==> src/pin_mux_pkg.sv <==
// constants, register layout and carrier types for the port pin function mux
package pin_mux_pkg;

    // ****************************************
    // register bus
    // ****************************************
    localparam int ADDR_W = 6;
    localparam int DATA_W = 8;
    // port index sits in addr[5:3], field in addr[2:0]
    localparam int NPORT = 6;
    localparam logic [2:0] PORT_T = 3'h0;
    localparam logic [2:0] PORT_S = 3'h1;
    localparam logic [2:0] PORT_M = 3'h2;
    localparam logic [2:0] PORT_P = 3'h3;
    localparam logic [2:0] PORT_AD = 3'h4;
    localparam logic [2:0] PORT_J = 3'h5;
    localparam logic [2:0] FLD_DATA = 3'h0;
    localparam logic [2:0] FLD_INPUT = 3'h1;
    localparam logic [2:0] FLD_DIR = 3'h2;
    localparam logic [2:0] FLD_RDRV = 3'h3;
    localparam logic [2:0] FLD_PULL_EN = 3'h4;
    localparam logic [2:0] FLD_PULL_SEL = 3'h5;
    localparam logic [2:0] FLD_AUX = 3'h6;
    localparam logic [2:0] FLD_FLAG = 3'h7;
    localparam logic [ADDR_W-1:0] ROUTE_OFS = 6'h07;

    // ****************************************
    // port layout
    // ****************************************
    localparam logic [7:0] PORT_MASK [NPORT] = '{8'hff, 8'h0f, 8'h3f, 8'hff, 8'hff, 8'hc0};
    localparam logic [NPORT-1:0] OD_PORTS = 6'h06;
    localparam logic [NPORT-1:0] IRQ_PORTS = 6'h28;
    localparam int PWM_N = 6;
    localparam int PWM_T_N = 5;
    localparam int TIM_N = 8;
    localparam int SPI_N = 4;
    localparam int SPI_PIN_BASE = 2;
    localparam int SCI_TX_BIT = 1;
    localparam int SCI_RX_BIT = 0;
    localparam int CAN_TX_BIT = 1;
    localparam int CAN_RX_BIT = 0;
    localparam int IRQ_W = 16;

    // ****************************************
    // reset values
    // ****************************************
    localparam logic [7:0] CFG_RST = 8'h00;
    localparam logic [PWM_T_N-1:0] ROUTE_RST = 5'h00;

    // ****************************************
    // timing
    // ****************************************
    localparam int CLK_NS = 8;
    localparam int FILT_TICK_NS = 80;
    localparam int FILT_TICK_CYC = (FILT_TICK_NS + CLK_NS - 1) / CLK_NS;
    localparam int FILT_SAMPLES = 4;
    localparam int TICK_W = 4;

    // ****************************************
    // carriers
    // ****************************************
    typedef struct packed {
        logic [7:0] data;
        logic [7:0] dir;
        logic [7:0] rdrv;
        logic [7:0] pull_en;
        logic [7:0] pull_sel;
        logic [7:0] aux;
        logic [7:0] flag;
    } port_cfg_t;

    typedef struct packed {
        logic [7:0] out;
        logic [7:0] oe_n;
        logic [7:0] rdrv;
        logic [7:0] pull_en;
        logic [7:0] pull_dn;
    } pad_ctl_t;

    // spi lines ordered [3]=sck [2]=mosi [1]=ss [0]=miso
    typedef struct packed {
        logic [PWM_N-1:0] pwm_out;
        logic [PWM_N-1:0] pwm_en;
        logic [TIM_N-1:0] timer_channel_io;
        logic [TIM_N-1:0] tim_en;
        logic [TIM_N-1:0] tim_oe;
        logic sci_txd;
        logic sci_tx_en;
        logic sci_rx_en;
        logic spi_en;
        logic [SPI_N-1:0] spi_o;
        logic [SPI_N-1:0] spi_oe;
        logic can_en;
        logic can_tx_line;
    } periph_out_t;

    typedef struct packed {
        logic [TIM_N-1:0] tim_in;
        logic sci_rxd;
        logic [SPI_N-1:0] spi_i;
        logic can_rx_line;
    } periph_in_t;

endpackage

==> src/pin_event_filter.sv <==
// glitch filter for pin interrupt inputs, sampled on a slow tick
`timescale 1ns/1ns
module pin_event_filter
    import pin_mux_pkg::*;
#(
    parameter int WIDTH = IRQ_W,
    parameter int SAMPLES = FILT_SAMPLES
) (
    // clock and reset
    input wire logic clk,
    input wire logic nrst,
    // sample enable
    input wire logic tick,
    // levels
    input wire logic [WIDTH-1:0] raw,
    output logic [WIDTH-1:0] clean
);

    localparam int CW = $clog2(SAMPLES + 1);
    localparam logic [CW-1:0] LAST = CW'(SAMPLES - 1);

    logic [WIDTH-1:0][CW-1:0] cnt_ff;
    logic [WIDTH-1:0][CW-1:0] nxt_cnt;
    logic [WIDTH-1:0] clean_ff;
    logic [WIDTH-1:0] nxt_clean;

    // a new level must hold for SAMPLES ticks in a row before it is taken
    always_comb begin
        nxt_cnt = cnt_ff;
        nxt_clean = clean_ff;
        for (int i = 0; i < WIDTH; i++) begin
            if (raw[i] == clean_ff[i]) begin
                nxt_cnt[i] = '0;
            end else if (tick) begin
                if (cnt_ff[i] == LAST) begin
                    nxt_clean[i] = raw[i];
                    nxt_cnt[i] = '0;
                end else begin
                    nxt_cnt[i] = cnt_ff[i] + CW'(1);
                end
            end
        end
    end

    always_ff @(posedge clk or negedge nrst) begin
        if (!nrst) begin
            cnt_ff <= '0;
            clean_ff <= '0;
        end else begin
            cnt_ff <= nxt_cnt;
            clean_ff <= nxt_clean;
        end
    end

    assign clean = clean_ff;

endmodule

==> src/port_pin_function_mux.sv <==
// pin function mux: peripheral ownership, pad control, pin interrupts
//
// How it works
// - a shared pin goes to the highest priority enabled function, gpio last
// - pwm channels 4..0 reach port t only when their route bit is set
// - port t pin carries timer channel of same index unless a routed pwm claims it
// - port s bit 1 serial transmit, bit 0 receive; bits 3,2 gpio only
// - port m pins 5..2 carry spi sck,mosi,ss,miso; pins 1,0 can tx,rx
// - port p carries enabled pwm outputs; other pins are gpio with interrupt
// - port j bits 7,6 are gpio with interrupt capability
// - every pin has direction, reduced drive and pull enable with up/down select
// - port p and j pins have own flag and enable; irq needs both set
// - ports s and m may run open drain: drive low only, else release
// - pin interrupt inputs are filtered so short glitches set no flag
// - after reset port t is gpio with no peripheral driving it
// - a pwm channel on both port t and port p drives both pins
// - analog port pin with digital input disabled reads 1 in the readback
//
// Implementation choices: the register offsets and the plain strobed port.
`timescale 1ns/1ns
module port_pin_function_mux
    import pin_mux_pkg::*;
#(
    parameter int TICK_CYC = FILT_TICK_CYC,
    parameter int SAMPLES = FILT_SAMPLES
) (
    // clock and reset
    input wire logic clk,
    input wire logic nrst,
    // register port
    input wire logic [ADDR_W-1:0] addr,
    input wire logic [DATA_W-1:0] wdata,
    input wire logic wr,
    input wire logic rd,
    output logic [DATA_W-1:0] rdata,
    // pads
    input wire logic [NPORT-1:0][7:0] pin_in,
    output pad_ctl_t [NPORT-1:0] pad,
    // peripherals
    input wire periph_out_t periph_out,
    output periph_in_t periph_in,
    // analog converter
    input wire logic [7:0] adc_digital_input_enable,
    output logic [7:0] adc_port_readback,
    // interrupt
    output logic irq
);

    // ****************************************
    // decode helpers
    // ****************************************
    function automatic logic is_route(input logic [ADDR_W-1:0] a);
        return a == ROUTE_OFS;
    endfunction

    // a field exists only where the port has it
    function automatic logic fld_ok(input logic [2:0] p, input logic [2:0] f);
        logic ok;
        ok = 1'b0;
        if (p < 3'(NPORT)) begin
            unique case (f)
                FLD_AUX: ok = OD_PORTS[p] | IRQ_PORTS[p];
                FLD_FLAG: ok = IRQ_PORTS[p];
                default: ok = 1'b1;
            endcase
        end
        return ok;
    endfunction

    // ****************************************
    // registers and interrupt flags
    // ****************************************
    port_cfg_t cfg_ff [NPORT];
    port_cfg_t nxt_cfg [NPORT];
    logic [PWM_T_N-1:0] pwm_route_select_ff;
    logic [PWM_T_N-1:0] nxt_pwm_route_select;
    logic [DATA_W-1:0] rdata_ff;
    logic [DATA_W-1:0] nxt_rdata;
    logic irq_ff;
    logic nxt_irq;
    logic [2:0] a_port;
    logic [2:0] a_fld;
    logic [NPORT-1:0][7:0] pin_event;

    assign a_port = addr[5:3];
    assign a_fld = addr[2:0];

    always_comb begin
        logic [7:0] m;
        logic [7:0] pend;
        m = '0;
        pend = '0;
        nxt_pwm_route_select = pwm_route_select_ff;
        nxt_rdata = '0;
        nxt_irq = 1'b0;
        for (int p = 0; p < NPORT; p++) begin
            nxt_cfg[p] = cfg_ff[p];
        end
        if (wr && is_route(addr)) begin
            nxt_pwm_route_select = wdata[PWM_T_N-1:0];
        end else if (wr && fld_ok(a_port, a_fld)) begin
            m = PORT_MASK[a_port];
            unique case (a_fld)
                FLD_DATA: nxt_cfg[a_port].data = wdata & m;
                FLD_DIR: nxt_cfg[a_port].dir = wdata & m;
                FLD_RDRV: nxt_cfg[a_port].rdrv = wdata & m;
                FLD_PULL_EN: nxt_cfg[a_port].pull_en = wdata & m;
                FLD_PULL_SEL: nxt_cfg[a_port].pull_sel = wdata & m;
                FLD_AUX: nxt_cfg[a_port].aux = wdata & m;
                FLD_FLAG: nxt_cfg[a_port].flag = cfg_ff[a_port].flag & ~wdata;
                default: ;
            endcase
        end
        // a pin event in the clearing cycle still sets its flag
        for (int p = 0; p < NPORT; p++) begin
            if (IRQ_PORTS[p]) begin
                nxt_cfg[p].flag = nxt_cfg[p].flag | (pin_event[p] & PORT_MASK[p]);
                pend = pend | (cfg_ff[p].flag & cfg_ff[p].aux);
            end
        end
        nxt_irq = |pend;
        if (rd && is_route(addr)) begin
            nxt_rdata = 8'(pwm_route_select_ff);
        end else if (rd && fld_ok(a_port, a_fld)) begin
            unique case (a_fld)
                // output bits read the latch, input bits read the pin
                FLD_DATA: nxt_rdata = (cfg_ff[a_port].data & cfg_ff[a_port].dir)
                    | (pin_in[a_port] & ~cfg_ff[a_port].dir);
                FLD_INPUT: nxt_rdata = pin_in[a_port];
                FLD_DIR: nxt_rdata = cfg_ff[a_port].dir;
                FLD_RDRV: nxt_rdata = cfg_ff[a_port].rdrv;
                FLD_PULL_EN: nxt_rdata = cfg_ff[a_port].pull_en;
                FLD_PULL_SEL: nxt_rdata = cfg_ff[a_port].pull_sel;
                FLD_AUX: nxt_rdata = cfg_ff[a_port].aux;
                FLD_FLAG: nxt_rdata = cfg_ff[a_port].flag;
                default: nxt_rdata = '0;
            endcase
            nxt_rdata = nxt_rdata & PORT_MASK[a_port];
        end
    end

    always_ff @(posedge clk or negedge nrst) begin
        if (!nrst) begin
            for (int p = 0; p < NPORT; p++) begin
                cfg_ff[p] <= '{CFG_RST, CFG_RST, CFG_RST, CFG_RST, CFG_RST, CFG_RST, CFG_RST};
            end
            pwm_route_select_ff <= ROUTE_RST;
            rdata_ff <= '0;
            irq_ff <= 1'b0;
        end else begin
            for (int p = 0; p < NPORT; p++) begin
                cfg_ff[p] <= nxt_cfg[p];
            end
            pwm_route_select_ff <= nxt_pwm_route_select;
            rdata_ff <= nxt_rdata;
            irq_ff <= nxt_irq;
        end
    end

    // ****************************************
    // pin event filter and edge detect
    // ****************************************
    logic [TICK_W-1:0] tick_cnt_ff;
    logic [TICK_W-1:0] nxt_tick_cnt;
    logic tick_ff;
    logic nxt_tick;
    logic [IRQ_W-1:0] filt_raw;
    logic [IRQ_W-1:0] filt_clean;
    logic [IRQ_W-1:0] clean_q_ff;

    assign filt_raw = {pin_in[PORT_J], pin_in[PORT_P]};

    always_comb begin
        nxt_tick = 1'b0;
        nxt_tick_cnt = tick_cnt_ff + TICK_W'(1);
        if (tick_cnt_ff == TICK_W'(TICK_CYC - 1)) begin
            nxt_tick_cnt = '0;
            nxt_tick = 1'b1;
        end
    end

    // edge sense follows the pull select: pull-down senses rising, pull-up falling
    always_comb begin
        logic [IRQ_W-1:0] rise;
        logic [IRQ_W-1:0] fall;
        logic [IRQ_W-1:0] sel;
        rise = filt_clean & ~clean_q_ff;
        fall = ~filt_clean & clean_q_ff;
        sel = {cfg_ff[PORT_J].pull_sel, cfg_ff[PORT_P].pull_sel};
        pin_event = '0;
        pin_event[PORT_P] = 8'((rise & sel) | (fall & ~sel));
        pin_event[PORT_J] = 8'(((rise & sel) | (fall & ~sel)) >> 8);
    end

    always_ff @(posedge clk or negedge nrst) begin
        if (!nrst) begin
            tick_cnt_ff <= '0;
            tick_ff <= 1'b0;
            clean_q_ff <= '0;
        end else begin
            tick_cnt_ff <= nxt_tick_cnt;
            tick_ff <= nxt_tick;
            clean_q_ff <= filt_clean;
        end
    end

    pin_event_filter #(
        .WIDTH(IRQ_W),
        .SAMPLES(SAMPLES)
    ) u_filter (
        .clk(clk),
        .nrst(nrst),
        .tick(tick_ff),
        .raw(filt_raw),
        .clean(filt_clean)
    );

    // ****************************************
    // function selection and pad control
    // ****************************************
    pad_ctl_t [NPORT-1:0] pad_ff;
    pad_ctl_t [NPORT-1:0] nxt_pad;
    periph_in_t periph_in_ff;
    periph_in_t nxt_periph_in;
    logic [7:0] adc_port_readback_ff;
    logic [7:0] nxt_adc_port_readback;

    always_comb begin
        logic [NPORT-1:0][7:0] own;
        logic [NPORT-1:0][7:0] pout;
        logic [NPORT-1:0][7:0] poe;
        logic [7:0] drive;
        logic [7:0] val;
        logic [7:0] od;
        own = '0;
        pout = '0;
        poe = '0;
        drive = '0;
        val = '0;
        od = '0;
        // lowest priority first, so a later claim overrides an earlier one
        for (int i = 0; i < TIM_N; i++) begin
            if (periph_out.tim_en[i]) begin
                own[PORT_T][i] = 1'b1;
                pout[PORT_T][i] = periph_out.timer_channel_io[i];
                poe[PORT_T][i] = periph_out.tim_oe[i];
            end
        end
        for (int i = 0; i < PWM_T_N; i++) begin
            if (pwm_route_select_ff[i]) begin
                own[PORT_T][i] = 1'b1;
                pout[PORT_T][i] = periph_out.pwm_out[i];
                poe[PORT_T][i] = 1'b1;
            end
        end
        for (int i = 0; i < PWM_N; i++) begin
            if (periph_out.pwm_en[i]) begin
                own[PORT_P][i] = 1'b1;
                pout[PORT_P][i] = periph_out.pwm_out[i];
                poe[PORT_P][i] = 1'b1;
            end
        end
        if (periph_out.sci_tx_en) begin
            own[PORT_S][SCI_TX_BIT] = 1'b1;
            pout[PORT_S][SCI_TX_BIT] = periph_out.sci_txd;
            poe[PORT_S][SCI_TX_BIT] = 1'b1;
        end
        own[PORT_S][SCI_RX_BIT] = periph_out.sci_rx_en;
        if (periph_out.spi_en) begin
            for (int i = 0; i < SPI_N; i++) begin
                own[PORT_M][SPI_PIN_BASE+i] = 1'b1;
                pout[PORT_M][SPI_PIN_BASE+i] = periph_out.spi_o[i];
                poe[PORT_M][SPI_PIN_BASE+i] = periph_out.spi_oe[i];
            end
        end
        if (periph_out.can_en) begin
            own[PORT_M][CAN_TX_BIT] = 1'b1;
            pout[PORT_M][CAN_TX_BIT] = periph_out.can_tx_line;
            poe[PORT_M][CAN_TX_BIT] = 1'b1;
            own[PORT_M][CAN_RX_BIT] = 1'b1;
        end
        for (int p = 0; p < NPORT; p++) begin
            drive = ((own[p] & poe[p]) | (~own[p] & cfg_ff[p].dir)) & PORT_MASK[p];
            val = (own[p] & pout[p]) | (~own[p] & cfg_ff[p].data);
            od = OD_PORTS[p] ? cfg_ff[p].aux : 8'h00;
            // open drain only ever pulls low; high is left to the wire
            nxt_pad[p].out = val & drive & ~od;
            nxt_pad[p].oe_n = ~(drive & (~od | ~val));
            nxt_pad[p].rdrv = cfg_ff[p].rdrv & PORT_MASK[p];
            // a pull fights the driver, so it is dropped while driving
            nxt_pad[p].pull_en = cfg_ff[p].pull_en & PORT_MASK[p] & ~drive;
            nxt_pad[p].pull_dn = cfg_ff[p].pull_sel & PORT_MASK[p];
        end
        nxt_periph_in.tim_in = pin_in[PORT_T];
        nxt_periph_in.sci_rxd = pin_in[PORT_S][SCI_RX_BIT];
        nxt_periph_in.spi_i = pin_in[PORT_M][SPI_PIN_BASE +: SPI_N];
        nxt_periph_in.can_rx_line = pin_in[PORT_M][CAN_RX_BIT];
        nxt_adc_port_readback = pin_in[PORT_AD] | ~adc_digital_input_enable;
    end

    always_ff @(posedge clk or negedge nrst) begin
        if (!nrst) begin
            for (int p = 0; p < NPORT; p++) begin
                pad_ff[p] <= '{8'h00, 8'hff, 8'h00, 8'h00, 8'h00};
            end
            periph_in_ff <= '0;
            adc_port_readback_ff <= 8'hff;
        end else begin
            pad_ff <= nxt_pad;
            periph_in_ff <= nxt_periph_in;
            adc_port_readback_ff <= nxt_adc_port_readback;
        end
    end

    assign pad = pad_ff;
    assign periph_in = periph_in_ff;
    assign adc_port_readback = adc_port_readback_ff;
    assign rdata = rdata_ff;
    assign irq = irq_ff;

endmodule

==> config.mk <==
export PLATFORM = sky130hd
export DESIGN_NAME = port_pin_function_mux
export DESIGN_NICKNAME = d
export VERILOG_FILES = /design/src/pin_mux_pkg.sv /design/src/pin_event_filter.sv /design/src/port_pin_function_mux.sv
export SDC_FILE = /design/constraint.sdc
export NUM_CORES = 1
export LEC_CHECK = 0
export ABC_AREA = 1
export BUFFER_PORTS_ARGS = -buffer_cell sky130_fd_sc_hd__buf_2
export CORE_MARGIN = 2
export CORE_UTILIZATION = 25
export DETAILED_ROUTE_END_ITERATION = 10
export PLACE_DENSITY_LB_ADDON = 0.08
export SETUP_SLACK_MARGIN = 0.05
export SYNTH_ARGS = -nofsm -noshare
export SYNTH_HDL_FRONTEND = slang
export SYNTH_SLANG_ARGS = --single-unit
export TNS_END_PERCENT = 10
==> constraint.sdc <==
create_clock -name clk -period 1.5 [get_ports clk]
set_clock_uncertainty 0.2 [all_clocks]
set_input_delay 0.45 -clock clk [delete_from_list [all_inputs] [get_ports clk]]
set_output_delay 0.45 -clock clk [all_outputs]
set_load 0.05 [all_outputs]
==> summary.md, run 1 <==
| Metric | Value |
|---|---|
| # port buffers | ~330 |
| Post-Synth XOR/XNOR Area | 0.000599 |
| Top_reg_cell synth | dfrtp_1 |
| Register area | ~15000 um^2 |
| Sequential area share after synthesis | 0.521 |
| DRC | 0 |
| WL/cell | approximately 24 um |
| Die Ht | 346 um |
| Crit. End Element | flip-flop |
| Max-slew violations | 0 |
| Least-Margin Pin Slew | 0.545 ns |
| Row cnt | 125 |
| Worst path slowest cell | ha_4 |
| CTS tree | yes |
| Netlist Area Pre-Place | 29200 um^2 |
| First DRT Iteration DRCs | between 2000 and 2500 |
| Failing checks | setup timing |
| Avg Vias per Cell | 4.72 |
| First-pass GRT wire length | 218000 um |
| Post-synthesis simple-gate area fraction | 0.211 |
| Global Route Usage Sum | 0.250 |
| Synth Area in Adders | 0.00514 |
| Critical path launch point | addr[3] |
| Async SR Flop Fraction | 1.00 |
| Static leakage | 23.0 nW |
| Final core occ | 0.400 |
| Post-layout min period | ~2.1 ns |
| Initial antenna violation count | 7 |
| Setup TNS | -199.76 ns |
| Antenna-violating nets left | 0 |
| Gr ovfl total | 0 |
| Clk sinks | 607 |
| CP required | 1.87 ns |
| Setup ws final | -0.571 ns |
| Post-synth top area share | 0.482 |
| Syn Inst Count | 3650 |
| Worst R2R Start | cfg_ff[180] |
| Final Hold Vio Count | 0 |
| Headroom to the max-slew limit | 0.637 |
| I/O pin count | roughly 400 |
| Die area | 120000 um^2 |
| Worst-Skew Late Latency | 0.68 ns |
| Cells on worst reg2reg path | 13 |
| Peak fanout along the critical path | 6 |
| Initial core utilization | 0.252 |
| H-tree depth | 3 |
| Layout area overhead | 58.6% |
| Synthesis-stage register bit count | just over 600 |
| Pwr Total | around 56 mW |
| Synth area leaders | dfrtp_1 (48%), nand2_1 (13%), o21ai_0 (5.8%) |
| Tcrit/Tclk final | 1.38 |
| Dpl cells | slightly above 6000 |
| Clk pin slew, worst setup/hold paths | 0.06 ns |
| Multi-input logic area | approximately 12000 um^2 |
| Crit path arrival time | approximately 2.4 ns |
| Placement Setup Slack | -1.37 ns |
| R2r endpoint | rdata[4] |
| P per Cell Area | 1220 nW/um^2 |
| TritonCTS Buffers | 79 |
| Largest net degree at the start of global routing | 49 |
| Non-filler cells, final | 6397 |
| Status | finished with violations |
| Yosys top cell by area | dfrtp_1 |
| Synth Area per Inst | between 8 and 9 um^2 |
| Core Box Area | 116000 um^2 |
| Max clock buf depth | 3 |
| R2R Setup Slk | -0.36 ns |
| Achievable frequency | 483 MHz |
| GP Congestion | 0.889 |
| Post-DP HPWL | 117000 um |
| Synth Area in Compound Gates | 0.161 |
| Post-Route WL | approximately 150000 um |
| Root Driver | clkbuf_16 |
| Drt pass-1 iters | 6 |
| Tightest Hold Check Type | input port to flip-flop |
| Layout cell share with drive strength beyond 1 | 0.342 |
| Post-synth cell types | 41 |
| Routed vias | 30200 |
| Crit start category | input port |
| Crit-path max cell delay | roughly 0.21 ns |
| Worst setup path endpoint | cfg_ff[3] |
| Max VDD drop | 0.723 mV |
| Vias in the first global route | approximately 30000 |
| Synth Warn # | 0 |
| Die W | 346 um |
| Fillers | 11900 |
| CP cell instances | buf_12 -> buf_6 -> ha_4 -> nor2_4 -> nand2_1 -> nand3_2 -> nand2_4 -> nor2_4 -> buf_12 -> nand2_8 -> nor2_4 -> buf_12 -> buf_6 -> buf_8 -> nand3_1 -> o211ai_1 |
| Final nets | 4942 |
| Post-synth EDFFs | 0 |
| RSZ-0062 raised after global routing | yes |
| Max capacitance violation total | 0 |
| Main combinational cell family by area after synthesis | simple AND/OR/NAND/NOR gates |
| Proportion of synthesized area in mux cells | 0.00107 |
| CP Class | input port to flip-flop |
| Endpoints failing setup | 532 |
==> final cells by class <==
cell class / instances / share of cell area
multi-input combinational: 2413 / 0.269
clock inverter: 40 / 0.0130
sequential: 607 / 0.329
antenna: 1 / 0.0000540
inverter: 409 / 0.0340
timing repair buffer: 1296 / 0.266
clock buffer: 107 / 0.0482
tap: 1524 / 0.0411
==> synth_stat cells (3+ instances only) <==
cell type	n
o21ai_0	339
nor2_4	3
nor2_2	10
a31oi_1	7
nand4_1	47
inv_2	10
o31ai_1	26
a22oi_1	40
a211oi_1	13
buf_2	57
clkbuf_1	137
o21a_1	4
buf_4	65
nor3b_1	4
o22ai_1	81
inv_1	397
nor2_1	253
dfrtp_1	563
nand2_1	1037
o211ai_1	94
o2111ai_1	33
dfstp_2	44
buf_1	21
ha_1	12
nand2_2	4
a21oi_1	147
o21ai_1	18
nand3_1	117
nor3_1	49
==> where the power goes <==
group | switching, mW | internal, mW
clock | 8.26 | 12.8
combinational | 9.57 | 6.19
sequential | 1.19 | 18.4
==> registers in the layout (all words and copies together) (netlist names) <==
signal	flops
periph_in	14
tick_cnt_ff	4
rdata	8
u_filter.clean	10
cfg_ff	336
tick_ff	1
clean_q_ff	10
irq	1
pad	180
adc_port_readback	8
u_filter.cnt_ff	30
pwm_route_select_ff	5
==> what timing repair did <==
| action | in CTS | in global routing |
|---|---|---|
| setup endpoints to repair | 536 | 545 |
| pin swaps | 37 | 33 |
| cloned | 3 | 9 |
| endpoints found under the hold margin | 690 | 0 |
| hold buffers | 92 | 0 |
| buffers inserted | 10 | 25 |
| gates resized for setup | 637 | 314 |
==> metrics by stage <==
step	instance area (um^2)	hold WS, ns
3_5_place_dp	39200	0.0760
2_1_floorplan	29700	-0.0456
6_report	46400	0.0488
4_1_cts	45100	0.00203
3_3_place_gp	39200	0.0783
5_1_grt	46400	0.0419
==> layer usage <==
layer / share of wire / routed length, um / global-route usage
met1: 0.45 / 69600 / 0.345
met3: 0.054 / 8270 / 0.0397
met5: 0.00023 / 35 / 0
met4: 0.039 / 5950 / 0.0789
met2: 0.45 / 69800 / 0.400
==> kinds of logic after synthesis <==
kind of cell / count (synthesis)
and+or+nand+nor: 1531
muxes: 3
DFF: 607
xor gates and xnor gates: 2
other: 2
adders and majority gates: 12
buffers and inverters: 689
AOI/OAI and AO/OA: 804
==> placed cells by master, fill, tap and decap left out, types with 14 or more instances in the layout <==
master,n
a21oi_1,139
a22oi_1,27
buf_12,101
buf_2,120
buf_4,701
buf_6,217
buf_8,53
clkbuf_1,14
clkbuf_16,87
clkinv_2,14
conb_1,60
dfrtp_1,560
dfstp_2,44
dlygate4sd3_1,92
inv_1,386
nand2_1,912
nand2_2,95
nand2_4,31
nand3_1,100
nand3_2,14
nand4_1,47
nor2_1,230
nor2_2,14
nor2_4,22
nor3_1,40
o2111ai_1,33
o211ai_1,94
o21ai_0,231
o21ai_1,98
o21ai_2,28
o22ai_1,77
o31ai_1,16
==> worst min-delay path by stage <==
| stage | start | slack, ns | endpoint | cells past startpoint |
|---|---|---|---|---|
| 2_1_floorplan | nrst | -0.05 | cfg_ff[0] | 0 |
| 6_report | pin_in[26] | 0.05 | u_filter.clean[2] | 4 |
| 5_1_grt | pin_in[26] | 0.04 | u_filter.clean[2] | 4 |
| 3_5_place_dp | nrst | 0.08 | pad[34] | 1 |
| 3_3_place_gp | nrst | 0.08 | pad[74] | 1 |
| 4_1_cts | pin_in[26] | 0.002 | u_filter.clean[2] | 4 |
==> worst max-delay path: cells and delay by family <==
| family | cells | cell delay (ns) |
|---|---|---|
| AO/OA/AOI/OAI | 1 | 0.09 |
| adder cells (fa/ha/maj) | 1 | 0.21 |
| buffers and inverters | 6 | 0.80 |
| AND/OR/NAND/NOR | 8 | 0.90 |
Power figures use the tool's default switching activity.
==> run 2: changes to the inputs <==
Settings changed: ABC_AREA 1 to 0, GPL_ROUTABILITY_DRIVEN set to 1, PLACE_DENSITY_LB_ADDON 0.08 to 0.25.
==> run 2 against run 1 <==
Combinational power down 44%. Largest power group is now sequential cells. Routed wire length down 33%. Clock power down 13%. Register-to-register slack worse by 0.17 ns. Synthesized cell count down 40%. Maximum frequency up 0.71%. Hold slack better by 0.010 ns. Clock-buffer cell count up 1. Flip-flop and latch count unchanged. The flow still finishes with violations (setup timing).
==> summary.md, run 2 <==
| Metric | Value |
|---|---|
| Achievable frequency | 486 MHz (was 483 MHz) |
| CP Class | input port to flip-flop (unchanged) |
| Synth area leaders | dfrtp_1 (55%), mux2_2 (5.8%), mux2i_1 (5.4%) (was dfrtp_1 (48%), nand2_1 (13%), o21ai_0 (5.8%)) |
| Non-filler cells, final | 4603 (was 6397) |
| Row cnt | 117 (was 125) |
| Buffers & Inverters on Critical Path | 3 (was 6) |
| Die Ht | 325 um (was 346 um) |
| Crit path arrival time | 2.35 ns (was 2.44 ns) |
| Post-layout min period | 2.06 ns (was 2.07 ns) |
| Setup ws final | -0.556 ns (was -0.571 ns) |
| Drt pass-1 iters | 6 (unchanged) |
| Design Area, Final | 39900 um^2 (was 46400 um^2) |
| WL/cell | 22.3 um (was 24.0 um) |
| Peak fanout along the critical path | 8 (was 6) |
| Final core occ | 0.391 (was 0.400) |
| Final Hold Vio Count | 0 (unchanged) |
| Tightest Hold Check Type | input port to asynchronous set/reset pin (was input port to flip-flop) |
| Vias in the first global route | 22500 (was 30000) |
| Max capacitance violation total | 0 (unchanged) |
| Top-count cell post-synth | dfrtp_1 (was nand2_1) |
| Reg power frac | 0.405 (was 0.348) |
| Synth Warn # | 0 (unchanged) |
| GP Congestion | 0.889 (about the same) |
| CP top delay family | simple AND/OR/NAND/NOR gates (unchanged) |
| Clk sinks | 607 (unchanged) |
| Die area | 106000 um^2 (was 120000 um^2) |
| Post-place instance area | 33600 um^2 (was 39200 um^2) |
| Max clock buf depth | 3 (unchanged) |
| Grt met3 use | 0.0316 (was 0.0397) |
| Post-Route WL | 103000 um (was 154000 um) |
| Gr ovfl total | 0 (unchanged) |
| Antenna-violating nets left | 0 (unchanged) |
| Synth Area per Inst | 11.7 um^2 (was 8.01 um^2) |
| Max VDD drop | 0.683 mV (was 0.723 mV) |
| Max reg flops | 336 (unchanged) |
| Static leakage | 19.1 nW (was 23.0 nW) |
| Die W | 325 um (was 346 um) |
| CP required | 1.80 ns (was 1.87 ns) |
| I/O pin count | 395 (unchanged) |
| Layout area overhead | 54.7% (was 58.6%) |
| Power Internal | 32.1 mW (was 37.4 mW) |
| Crit-path max cell delay | 0.34 ns (was 0.21 ns) |
| Post-synth EDFFs | 0 (unchanged) |
| Avg Vias per Cell | 4.56 (was 4.72) |
| Largest net degree at the start of global routing | 69 (was 49) |
| Worst-Skew Late Latency | 0.63 ns (was 0.68 ns) |
| Final nets | 3311 (was 4942) |
| Commonest non-fill, non-tap cell in the layout | dfrtp_1 (was nand2_1) |
| H-tree depth | 3 (unchanged) |
| Initial core utilization | 0.253 (was 0.252) |
| Async SR Flop Fraction | 1.00 (unchanged) |
| Largest Register | cfg_ff (unchanged) |
| GR Util met1 | 0.247 (was 0.345) |
| Sequential area share after synthesis | 0.591 (was 0.521) |
| Fin Hold WS | 0.0591 ns (was 0.0488 ns) |
| Max-slew violations | 0 (unchanged) |
| Dpl cells | 4333 (was 6110) |
| GR Util met2 | 0.329 (was 0.400) |
| # port buffers | 334 (unchanged) |
| Register area | 15300 um^2 (was 15200 um^2) |
| Global Route Usage Sum | 0.192 (was 0.250) |
| Comb pwr share | 0.196 (was 0.280) |
| First-pass GRT wire length | 152000 um (was 218000 um) |
| Status | finished with violations (unchanged) |
| Setup TNS | -199.08 ns (was -199.76 ns) |
| Top_reg_cell synth | dfrtp_1 (unchanged) |
| Switching power | 13.4 mW (was 19.0 mW) |
| CTS tree | yes (unchanged) |
| Multi-input logic area | 10400 um^2 (was 12500 um^2) |
| Synthesis-stage register bit count | 607 (unchanged) |
| First DRT Iteration DRCs | 1234 (was 2392) |
| Post-synth cell types | 68 (was 41) |
| Tcrit/Tclk final | 1.37 (was 1.38) |
| Initial antenna violation count | 12 (was 7) |
| Endpoints failing setup | 538 (was 532) |
| Placement Setup Slack | -1.40 ns (was -1.37 ns) |
| Yosys top cell by area | dfrtp_1 (unchanged) |
| Failing checks | setup timing (unchanged) |
| Fillers | 9875 (was 11900) |
| Layout cell share with drive strength beyond 1 | 0.467 (was 0.342) |
| CP cell instances | buf_16 -> ha_4 -> or3_4 -> a21oi_4 -> buf_12 -> nand4_1 -> buf_6 -> mux2_4 (was buf_12 -> buf_6 -> ha_4 -> nor2_4 -> nand2_1 -> nand3_2 -> nand2_4 -> nor2_4 -> buf_12 -> nand2_8 -> nor2_4 -> buf_12 -> buf_6 -> buf_8 -> nand3_1 -> o211ai_1) |
| Crit start category | input port (unchanged) |
| DRC | 0 (unchanged) |
| Post-DP HPWL | 77100 um (was 117000 um) |
| Routed vias | 21000 (was 30200) |
| Syn Inst Count | 2207 (was 3650) |
| Pwr Total | 45.5 mW (was 56.4 mW) |
| Netlist Area Pre-Place | 25800 um^2 (was 29200 um^2) |
| Crit. End Element | flip-flop (unchanged) |
| Clock Power Share | 0.400 (was 0.373) |
| P per Cell Area | 1140 nW/um^2 (was 1220 nW/um^2) |
| Worst path slowest cell | or3_4 (was ha_4) |
| Post-synth top area share | 0.546 (was 0.482) |
| TritonCTS Buffers | 75 (was 79) |
| Most used routing layer | met2 (unchanged) |
| Core Box Area | 102000 um^2 (was 116000 um^2) |
| Post-synth top cells | dfrtp_1 (563), nand2_1 (252), o21ai_0 (180) (was nand2_1 (1037), dfrtp_1 (563), inv_1 (397)) |
| Root Driver | clkbuf_16 (unchanged) |
| RSZ-0062 raised after global routing | yes (unchanged) |
| Clk pin slew, worst setup/hold paths | 0.06 ns (about the same) |
| Switch share | 0.294 (was 0.337) |
| Most frequent cells in the layout | dfrtp_1 (558), buf_4 (503), buf_6 (210) (was nand2_1 (912), buf_4 (701), dfrtp_1 (560)) |
==> run 2: changes by cell type after synthesis, sizes merged, moves of 83 or more <==
cell	delta
nand3	-88
nand2	-789
a21oi	-91
mux2i	+136
mux2	+164
o21ai	-154
inv	-378
o211ai	-83
nor2	-174
==> run 2: power by group through the flow <==
stage / Clock, mW / Sequential [mW] / Combinational (mW)
after floorplan: 0 / 20.0 / 2.41
after global placement: 0 / 18.5 / 7.54
after detailed placement: 0 / 18.5 / 7.61
after CTS: 18.7 / 18.4 / 8.74
after global routing: 19.3 / 18.5 / 9.40
final: 18.2 / 18.4 / 8.90
==> run 2: timing repair <==
action | in CTS | in global routing
endpoints found under the setup margin | 537 | 554
hold buffers | 88 | 0
hold endpoints to repair | 634 | 0
cloned | 5 | 2
gates resized for setup | 615 | 244
pin swaps | 80 | 68
setup buffers | 33 | 9
==> run 2: area by class of cell <==
cell class | count | share of cell area
flip-flops and latches | 607 | 0.382
multi-input cells | 1413 | 0.261
repair buffers | 1048 | 0.250
clock buffers | 108 | 0.0547
well taps | 1368 | 0.0429
clock inverters | 28 | 0.00677
inverters | 30 | 0.00288
diodes | 1 | 0.0000627
==> run 2: cell families after synthesis <==
group | count (synthesis) | share of synthesized area
muxes | 318 | 0.139
other | 2 | 0.000291
and+or+nand+nor | 611 | 0.116
buffers and inverters | 247 | 0.0515
DFF | 607 | 0.591
xor gates and xnor gates | 11 | 0.00373
AOI/OAI and AO/OA | 399 | 0.0934
adders and majority gates | 12 | 0.00582
==> run 2: path summary, 6_finish.rpt <==
path                              from                  to  slack, ns  cells past startpoint
max                            addr[3]         cfg_ff[242]      -0.56                      8
min                               nrst         cfg_ff[311]       0.06                      2
max reg2reg                cfg_ff[132]            rdata[4]      -0.53                      5
min reg2reg                 cfg_ff[56]          cfg_ff[56]       0.17                      0
max in group asynchronous         nrst         cfg_ff[224]       0.30                      4
min in group clk            pin_in[25]  u_filter.cnt_ff[5]       0.06                      3
==> run 2: per-layer routing <==
layer / wire length [um] / vias up
met5: 36 / -
met4: 3240 / 6
met3: 4670 / 154
met2: 50600 / 610
met1: 43900 / 10700
li1: - / 9569
